<file path="src/include/frc_consts.svh">
`ifndef FRC_CONSTS_SVH
`define FRC_CONSTS_SVH
// ****************************************
// timing
// ****************************************
`define FRC_CLK_HZ 10000000
`define FRC_SUSPEND_DELAY_NS 1000
`define FRC_SUSPEND_DELAY_CYC ((`FRC_SUSPEND_DELAY_NS * (`FRC_CLK_HZ / 1000000) + 999) / 1000)
`define FRC_ABORT_DELAY_NS 2000
`define FRC_ABORT_DELAY_CYC ((`FRC_ABORT_DELAY_NS * (`FRC_CLK_HZ / 1000000) + 999) / 1000)
// ****************************************
// command codes
// ****************************************
`define FRC_CMD_PROGRAM 2'h1
`define FRC_CMD_ERASE 2'h2
// ****************************************
// protected bit positions
// ****************************************
`define FRC_PB_REWRITE_EN 0
`define FRC_PB_LOCK_DIS 1
`define FRC_PB_ROM_SEL 2
`define FRC_PB_COUNT 3
`endif

</file>
<file path="src/include/frc_pkg.sv">
package frc_pkg;
  typedef enum logic [2:0] {
    FRC_IDLE,
    FRC_BUSY,
    FRC_SUSPENDING,
    FRC_SUSPENDED,
    FRC_ABORTING
  } frc_state_e;

  // status shown to software
  typedef struct packed {
    logic busy;
    logic erase_suspended;
    logic program_suspended;
    logic aborted;
  } frc_status_s;
endpackage

</file>
<file path="src/rtl/frc_ctrl.sv">
`timescale 1ns/1ps
`include "frc_consts.svh"
// How it works
// - in the ram-executed mode a maskable interrupt is acknowledged at once while a command runs.
// - a watchdog, oscillation-stop or voltage-monitor interrupt aborts the command and resets the flash, then after a fixed delay is acknowledged.
// - the watchdog keeps running during a command; its tick is passed on through one register, one clock later.
// - rom-executed mode with erase suspend enabled suspends erase after the suspend delay, and clearing the erase request resumes it.
// - rom-executed mode with erase suspend disabled holds the maskable acknowledge until erase ends.
// - rom-executed mode with program suspend enabled suspends program after the suspend delay, and clearing the program request resumes it.
// - rom-executed mode with program suspend disabled holds the maskable acknowledge until program ends.
// - a protected bit is set only by a write of 0 then 1 with no interrupt between.
module frc_ctrl #(
  parameter int SUSPEND_CYC = `FRC_SUSPEND_DELAY_CYC,
  parameter int ABORT_CYC = `FRC_ABORT_DELAY_CYC
) (
  // clock and reset
  input wire logic mclk,
  input wire logic arst_n,
  input wire logic clk_en,
  // command from cpu
  input wire logic cmd_start,
  input wire logic [1:0] cmd_code,
  input wire logic erase_suspend_enable,
  input wire logic program_suspend_enable,
  input wire logic erase_suspend_request,
  input wire logic program_suspend_request,
  // protected bit writes
  input wire logic pbit_wr,
  input wire logic [1:0] pbit_sel,
  input wire logic pbit_wdata,
  // interrupts
  input wire logic maskable_irq,
  input wire logic fatal_irq,
  input wire logic wdt_tick_in,
  // flash array side
  input wire logic flash_done,
  // outputs
  output logic irq_ack,
  output logic fatal_ack,
  output logic wdt_tick_out,
  output logic flash_run,
  output logic flash_reset,
  output logic rewrite_enable_bit,
  output logic lock_disable_bit,
  output logic rom_rewrite_select_bit,
  output frc_pkg::frc_status_s status
);
  // ****************************************
  // elaboration checks
  // ****************************************
  initial begin
    if (SUSPEND_CYC < 1 || SUSPEND_CYC > 255 || ABORT_CYC < 1 || ABORT_CYC > 255) begin
      $error("delay counts must be 1..255");
    end
  end

  frc_pkg::frc_state_e state_reg;
  logic [1:0] cmd_reg;
  logic [7:0] cnt_reg;
  logic [2:0] armed_reg;
  logic [2:0] pbits_reg;
  logic irq_pend_reg;
  logic is_erase;
  logic susp_allowed;
  logic rom_mode;

  assign is_erase = (cmd_reg == `FRC_CMD_ERASE);
  assign rom_mode = pbits_reg[`FRC_PB_ROM_SEL];
  assign susp_allowed = rom_mode && (is_erase ? erase_suspend_enable : program_suspend_enable);

  // ****************************************
  // command sequencer
  // ****************************************
  always_ff @(posedge mclk or negedge arst_n) begin
    if (!arst_n) begin
      state_reg <= frc_pkg::FRC_IDLE;
      cmd_reg <= 2'h0;
      cnt_reg <= 8'h00;
    end else if (clk_en) begin
      case (state_reg)
        frc_pkg::FRC_IDLE: begin
          if (cmd_start && pbits_reg[`FRC_PB_REWRITE_EN] &&
              (cmd_code == `FRC_CMD_ERASE || cmd_code == `FRC_CMD_PROGRAM)) begin
            state_reg <= frc_pkg::FRC_BUSY;
            cmd_reg <= cmd_code;
          end
        end
        frc_pkg::FRC_BUSY: begin
          if (fatal_irq) begin
            state_reg <= frc_pkg::FRC_ABORTING;
            cnt_reg <= 8'(ABORT_CYC);
          end else if (flash_done) begin
            state_reg <= frc_pkg::FRC_IDLE;
          end else if (maskable_irq && susp_allowed) begin
            state_reg <= frc_pkg::FRC_SUSPENDING;
            cnt_reg <= 8'(SUSPEND_CYC);
          end
        end
        frc_pkg::FRC_SUSPENDING: begin
          if (fatal_irq) begin
            state_reg <= frc_pkg::FRC_ABORTING;
            cnt_reg <= 8'(ABORT_CYC);
          end else if (cnt_reg == 8'h01) begin
            state_reg <= frc_pkg::FRC_SUSPENDED;
          end else begin
            cnt_reg <= cnt_reg - 8'h01;
          end
        end
        frc_pkg::FRC_SUSPENDED: begin
          // resume only once software drops its request
          if (fatal_irq) begin
            state_reg <= frc_pkg::FRC_ABORTING;
            cnt_reg <= 8'(ABORT_CYC);
          end else if (!(is_erase ? erase_suspend_request : program_suspend_request)) begin
            state_reg <= frc_pkg::FRC_BUSY;
          end
        end
        frc_pkg::FRC_ABORTING: begin
          if (cnt_reg == 8'h01) begin
            state_reg <= frc_pkg::FRC_IDLE;
          end else begin
            cnt_reg <= cnt_reg - 8'h01;
          end
        end
        default: state_reg <= frc_pkg::FRC_IDLE;
      endcase
    end
  end

  // ****************************************
  // interrupt acknowledge
  // ****************************************
  always_ff @(posedge mclk or negedge arst_n) begin
    if (!arst_n) begin
      irq_ack <= 1'b0;
      irq_pend_reg <= 1'b0;
    end else if (clk_en) begin
      irq_ack <= 1'b0;
      if (state_reg == frc_pkg::FRC_BUSY && !rom_mode) begin
        irq_ack <= maskable_irq;
      end else if (state_reg == frc_pkg::FRC_BUSY && !susp_allowed) begin
        // held until the command ends; acknowledging early would fetch from busy flash
        if (maskable_irq) begin
          irq_pend_reg <= 1'b1;
        end
        if (flash_done && (irq_pend_reg || maskable_irq)) begin
          irq_ack <= 1'b1;
          irq_pend_reg <= 1'b0;
        end
      end else if (state_reg == frc_pkg::FRC_SUSPENDING && cnt_reg == 8'h01) begin
        irq_ack <= 1'b1;
      end else if (state_reg == frc_pkg::FRC_IDLE) begin
        irq_ack <= maskable_irq;
        irq_pend_reg <= 1'b0;
      end
    end
  end

  // ****************************************
  // abort, flash control and watchdog
  // ****************************************
  always_ff @(posedge mclk or negedge arst_n) begin
    if (!arst_n) begin
      fatal_ack <= 1'b0;
      flash_reset <= 1'b0;
      flash_run <= 1'b0;
      wdt_tick_out <= 1'b0;
    end else if (clk_en) begin
      fatal_ack <= (state_reg == frc_pkg::FRC_ABORTING) && (cnt_reg == 8'h01);
      flash_reset <= (state_reg != frc_pkg::FRC_ABORTING && state_reg != frc_pkg::FRC_IDLE && fatal_irq) ||
                     (state_reg == frc_pkg::FRC_ABORTING && cnt_reg != 8'h01);
      flash_run <= (state_reg == frc_pkg::FRC_BUSY) && !fatal_irq && !flash_done;
      wdt_tick_out <= wdt_tick_in;
    end
  end

  // ****************************************
  // protected bits
  // ****************************************
  // a write of 0 arms the bit; any interrupt in between disarms it
  always_ff @(posedge mclk or negedge arst_n) begin
    if (!arst_n) begin
      pbits_reg <= 3'h0;
      armed_reg <= 3'h0;
    end else if (clk_en) begin
      if (maskable_irq || fatal_irq) begin
        armed_reg <= 3'h0;
      end
      if (pbit_wr && pbit_sel < 2'(`FRC_PB_COUNT)) begin
        if (!pbit_wdata) begin
          pbits_reg[pbit_sel] <= 1'b0;
          armed_reg[pbit_sel] <= !(maskable_irq || fatal_irq);
        end else if (armed_reg[pbit_sel] && !(maskable_irq || fatal_irq)) begin
          pbits_reg[pbit_sel] <= 1'b1;
          armed_reg[pbit_sel] <= 1'b0;
        end
      end
    end
  end

  always_ff @(posedge mclk or negedge arst_n) begin
    if (!arst_n) begin
      rewrite_enable_bit <= 1'b0;
      lock_disable_bit <= 1'b0;
      rom_rewrite_select_bit <= 1'b0;
      status <= '0;
    end else if (clk_en) begin
      rewrite_enable_bit <= pbits_reg[`FRC_PB_REWRITE_EN];
      lock_disable_bit <= pbits_reg[`FRC_PB_LOCK_DIS];
      rom_rewrite_select_bit <= pbits_reg[`FRC_PB_ROM_SEL];
      status.busy <= state_reg != frc_pkg::FRC_IDLE;
      status.erase_suspended <= state_reg == frc_pkg::FRC_SUSPENDED && is_erase;
      status.program_suspended <= state_reg == frc_pkg::FRC_SUSPENDED && !is_erase;
      if (state_reg == frc_pkg::FRC_ABORTING) begin
        status.aborted <= 1'b1;
      end else if (cmd_start) begin
        status.aborted <= 1'b0;
      end
    end
  end

  // ****************************************
  // checks
  // ****************************************
  chk_fatal_resets: assert property (@(posedge mclk) disable iff (!arst_n)
    clk_en && state_reg == frc_pkg::FRC_BUSY && fatal_irq |=> flash_reset)
    else $error("fatal irq did not reset flash");
  chk_abort_ends: assert property (@(posedge mclk) disable iff (!arst_n)
    $rose(state_reg == frc_pkg::FRC_ABORTING) |-> ##[1:300] fatal_ack)
    else $error("abort never acknowledged");
  chk_ram_ack: assert property (@(posedge mclk) disable iff (!arst_n)
    clk_en && state_reg == frc_pkg::FRC_BUSY && !rom_mode && maskable_irq |=> irq_ack)
    else $error("ram mode irq not acknowledged");
  chk_hold_ack: assert property (@(posedge mclk) disable iff (!arst_n)
    clk_en && state_reg == frc_pkg::FRC_BUSY && rom_mode && !susp_allowed && !flash_done |=> !irq_ack)
    else $error("irq acknowledged during held command");
  chk_susp_flag: assert property (@(posedge mclk) disable iff (!arst_n)
    clk_en && state_reg == frc_pkg::FRC_SUSPENDED |=> status.erase_suspended || status.program_suspended)
    else $error("suspend not shown");
  chk_susp_enter: assert property (@(posedge mclk) disable iff (!arst_n)
    $rose(state_reg == frc_pkg::FRC_SUSPENDING) |-> ##[1:300] state_reg != frc_pkg::FRC_SUSPENDING)
    else $error("suspend delay overrun");
  chk_resume: assert property (@(posedge mclk) disable iff (!arst_n)
    clk_en && state_reg == frc_pkg::FRC_SUSPENDED && !fatal_irq && !erase_suspend_request &&
    !program_suspend_request |=> state_reg == frc_pkg::FRC_BUSY)
    else $error("no resume");
  chk_pbit_seq: assert property (@(posedge mclk) disable iff (!arst_n)
    clk_en && $rose(pbits_reg[0]) |-> $past(armed_reg[0]))
    else $error("protected bit set without arming");
  cov_suspend: cover property (@(posedge mclk) state_reg == frc_pkg::FRC_SUSPENDED);
  cov_abort: cover property (@(posedge mclk) fatal_ack);
  cov_held_ack: cover property (@(posedge mclk) irq_pend_reg && flash_done);
endmodule

</file>
<file path="config.mk">
export PLATFORM = sky130hd
export DESIGN_NAME = frc_ctrl
export DESIGN_NICKNAME = d
export VERILOG_FILES = /design/src/include/frc_pkg.sv /design/src/rtl/frc_ctrl.sv
export VERILOG_INCLUDE_DIRS = /design/src /design/src/include
export SDC_FILE = /design/constraint.sdc
export NUM_CORES = 1
export LEC_CHECK = 0
export BUFFER_PORTS_ARGS = -buffer_cell sky130_fd_sc_hd__clkbuf_2
export CAP_MARGIN = 25
export CORE_MARGIN = 5
export CORE_UTILIZATION = 45
export DETAILED_ROUTE_END_ITERATION = 12
export GPL_TIMING_DRIVEN = 1
export PLACE_DENSITY = 0.66
export SYNTH_ARGS = -nofsm -noshare
export SYNTH_HDL_FRONTEND = slang
export SYNTH_SLANG_ARGS = --single-unit
export TNS_END_PERCENT = 30
</file>
<file path="constraint.sdc">
create_clock -name mclk -period 2.55 [get_ports mclk]
set_input_delay 0.3825 -clock mclk [delete_from_list [all_inputs] [get_ports mclk]]
set_output_delay 0.3825 -clock mclk [all_outputs]
set_load 0.01 [all_outputs]
</file>
Yosys cells after proc, flatten, opt, wreduce, memory -nomap -nowiden
Cells that the tools add are included.
W data, S select, Z words.
- add/subtract/negate cells: 1
- magnitude comparators: 3
- equality and inequality tests: 21
- muxes and demuxes: 43
- bitwise logic cells: 5
- reduce and logical (&&, ||, !) cells: 40
- operator list (cell ; number):
    $mux W3 ; 16
    $mux W8 ; 6
    $pmux W8 S4 ; 1
    $logic_and A1 B1 Y1 ; 19
    $mux W1 ; 16
    $ne A3 B3 Y1 const B ; 5
    $pmux W3 S5 ; 1
    $reduce_and A5 Y1 ; 2
    $eq A8 B1 Y1 const B ; 1
    $ne A2 B2 Y1 const B ; 4
    $ne A8 B1 Y1 const B ; 1
    $sub A8 B1 Y8 const B ; 1
    $and A3 B3 Y3 ; 2
    $eq A3 B2 Y1 const B ; 2
    $logic_not A1 Y1 ; 6
    $reduce_and A3 Y1 ; 2
    $reduce_and A6 Y1 ; 1
    $eq A2 B2 Y1 const B ; 2
    $logic_or A1 B1 Y1 ; 4
    $ne A4 B4 Y1 const B ; 1
    $reduce_bool A2 Y1 ; 2
    $reduce_bool A4 Y1 ; 1
    $bwmux W3 ; 1
    $eq A3 B1 Y1 const B ; 1
    other kinds (15) ; 15
- register bits after elaboration: 32

Depth between registers and ports, before layout
- depth after elaboration: 9
- mapped depth: 7

Worst setup path before layout
OpenSTA, ideal clock, no wires.
- path type: reg2reg
- start point: reg cnt_reg[1]
- end point: reg state_reg[2]
- setup time: 0.125 ns
- data arrival time: 1.715 ns
- slack: 0.711 ns
- stages on the path, launching flop included: 7
- buffers on the path: 0
- clock period less this slack: 1.839 ns
- path through: dfrtp_1 > inv_1 > ha_1 > or4b_4 > o22a_4 > nor2_1 > mux2_2
- longest elaborated chain between the ends: 3
- elaborated cells on any way between the ends: 4
- RTL lines (element ; RTL line ; text):
    from (decl) ; frc_ctrl.sv:59 ; logic [7:0] cnt_reg;
    from (signal assigned) ; frc_ctrl.sv:91 ; cnt_reg <= 8'(ABORT_CYC);
    from (signal assigned) ; frc_ctrl.sv:96 ; cnt_reg <= 8'(SUSPEND_CYC);
    from (signal assigned) ; frc_ctrl.sv:102 ; cnt_reg <= 8'(ABORT_CYC);
    $eq A8 B1 Y1 (*) ; frc_ctrl.sv:103, frc_ctrl.sv:119 ;
    $ne A3 B3 Y1 (no source line) or $ne A2 B2 Y1 (tied branches) ; -- ;
    $reduce_and A6 Y1 (no source line) (*) ; -- ;
    to (signal assigned) ; frc_ctrl.sv:101 ; state_reg <= frc_pkg::FRC_ABORTING;
    to (signal assigned) ; frc_ctrl.sv:104 ; state_reg <= frc_pkg::FRC_SUSPENDED;
    to (signal assigned) ; frc_ctrl.sv:120 ; state_reg <= frc_pkg::FRC_IDLE;
    to (decl) ; frc_ctrl.sv:57 ; frc_pkg::frc_state_e state_reg;
Every way passes the cells marked *; elsewhere a longest branch is shown, timed or not.
A chain may end at the register's enable or synchronous reset.

Worst setup path after layout
Same ends and word-level chain as after synthesis.

==> impl_metrics.toml <==
[outcome]
status = "finished clean"

[drt]
ant_nets = 0
firstDrtPassIters = 4
drt_wl_total_mm = 4.35
drt_iter0_markers = 128
viasPerCell = 5.73
vias = 1575
drc_errors = 0
wl_per_cell_um = 15.8

[layout]
area_delta_synth_final_pct = 16.3
multiInputGateArea_um2 = 996
fin_util = 0.541
regArea_um2 = 801
insertedDiodeCount = 0
n_fill_cell = 397
drive_gt1_frac = 0.253
finalNetCount = 244
largest_reg_flops = 8

[clock_network]
clk_pin_slew_ns = 0.07
numCtsBuffers = 5
htreeDepth = 2
clock_sinks = 32
cts-root-buf = "clkbuf_8"
insertion_delay_ns = 0.28
cts_tree = "yes"
cts_hold_buf = 0
cts_setup_buffers = 0
cts_resized = 0
clk_path_buf_depth = 2

[global_routing]
grt_pass1_wl_mm = 7.70
track_usage = 0.181
grt-ovfl-total = 0
grt_max_degree = 33
grt_pass1_vias = 1606
antenna_found_initial = 0

[place]
io_buffers = 29
place_congestion = 0.808
hpwl_mm = 3.28

[synthesis]
synth_cell_types = 51
syn_area_um2 = 1870
synth_warnings = 0
synth_top_area_share = 0.427
yosys-top-cells-area = "dfrtp_1 43%, o31ai_1 4.8%, nand2_1 4.0%"
synthFlopType = "dfrtp_1"
syn_nets = 214
synth_edf_count = 0
ys_ff_latch = 32
synth_top_area_cell = "dfrtp_1"
syn_inst = 194
yosysSeqAreaShare = 0.427
yosysMostFrequentCell = "dfrtp_1"
yosys-top-cells-count = "32 x dfrtp_1, 20 x nand2_1, 13 x nor2_1, 12 x o31ai_1, 9 x a21oi_1"
ys_async_sr_fraction = 1.00
syn_avg_cell_area_um2 = 9.66

[worst_setup_path]
crit_chain = "inv_1, ha_1, or4b_4, o22a_4, nor2_1, mux2_2"
r2r_setup_slack_ns = 0.58
path_depth = 6
crit_fanout = 5
crit_family = "simple AND/OR/NAND/NOR gates"
arrival_ns = 2.14
critPathMaxStageDelay_ns = 0.48
r2r_cells = 6
startpoint_type = "register"
crit_type = "register to register"
worst_path_max_delay_cell = "or4b_4"
required_ns = 2.72
cp-end-kind = "register"
crit_buf_inv = 1

[floorplan]
rows = 23
die_h_um = 74.5
core_area_um2 = 4030
die_w_um = 74.5
initial_core_util = 0.465
io_pins = 30
die_area_um2 = 5560

[timing]
hold_viol = 0
timing.fmax_mhz = 507
setup_viol = 0
period_share = 0.774
rsz0062_at_grt = "no"
worst_slew_pin_slew_ns = 0.788
tns_ns = 0
slew_headroom = 0.475
finalClockSkew_ns = 0.00512
slew_violations = 0
period_needed_ns = 1.97

[hold_path]
hp-class = "input port to asynchronous set/reset pin"

[power_and_ir_drop]
ir_drop_mv = 0.363
leakage_nw = 0.981
cellPowerDensity_nw_per_um2 = 831

[flow_run]
maxCapViolations = 0
placed cells by master (no fill, tap or decap), drive strengths merged, types with 5 or more instances in the layout:
| cell | count |
|---|---|
| a21oi | 9 |
| clkbuf | 34 |
| dfrtp | 32 |
| inv | 8 |
| mux2 | 6 |
| mux2i | 8 |
| nand2 | 20 |
| nand2b | 5 |
| nor2 | 13 |
| o21ai | 8 |
| o31ai | 12 |
worst reg2reg max path, delay by kind of cell, from the launching register on:
| kind | cells | cell delay, ns |
|---|---|---|
| adder cells (fa/ha/maj) | 1 | 0.14 |
| AND/OR/NAND/NOR | 2 | 0.66 |
| buffers and inverters | 1 | 0.09 |
| multiplexers | 1 | 0.36 |
| AO/OA/AOI/OAI | 1 | 0.24 |
| flip-flops | 1 | 0.38 |
power breakdown:
group | switching (mW) | total (mW) | internal, mW
clock network | 0.189 | 0.477 | 0.289
logic | 0.333 | 0.602 | 0.269
registers | 0.133 | 0.731 | 0.598
path summary, 6_finish.rpt:
kind | startpoint | end
worst max-delay path | cnt_reg[1] | state_reg[2]
worst min-delay path | arst_n | fatal_ack
worst max register to register | cnt_reg[1] | state_reg[2]
worst min register to register | status[2] | status[2]
max in group asynchronous | arst_n | armed_reg[2]
min in group mclk | cmd_code[0] | cmd_reg[1]
final cells by class:
type | instances | area share
well taps | 50 | 0.0287
flip-flops and latches | 32 | 0.367
clock inverters | 3 | 0.0195
multi-input cells | 143 | 0.457
inverters | 9 | 0.0155
clock buffers | 5 | 0.0316
repair buffers | 33 | 0.0804
kinds of logic after synthesis:
family | count (synthesis) | share of synthesized area
simple gates | 67 | 0.190
compound gates | 58 | 0.238
flops | 32 | 0.427
buf+inv | 19 | 0.0414
mux | 14 | 0.0808
xor+xnor | 2 | 0.00935
fa+ha+maj | 2 | 0.0133
layer usage:
metal,share of wire,GRT usage,wire length (um)
met5,0,0,0
met4,0.0090,0.0415,39
met3,0.048,0.0446,209
met2,0.48,0.290,2070
met1,0.47,0.247,2030
per-stage QoR:
stage	setup slack, ns	instances	power, mW	area, um^2	hold WS, ns
floorplan	0.711	194	1.16	1870	0.0869
global route	0.397	275	1.95	2180	0.240
detailed placement	0.570	267	1.34	2070	0.479
CTS	0.565	275	1.83	2180	0.195
finish	0.577	275	1.81	2180	0.170
global placement	0.606	267	1.32	2070	0.473
Note: power is estimated with default switching activity, not from simulation.
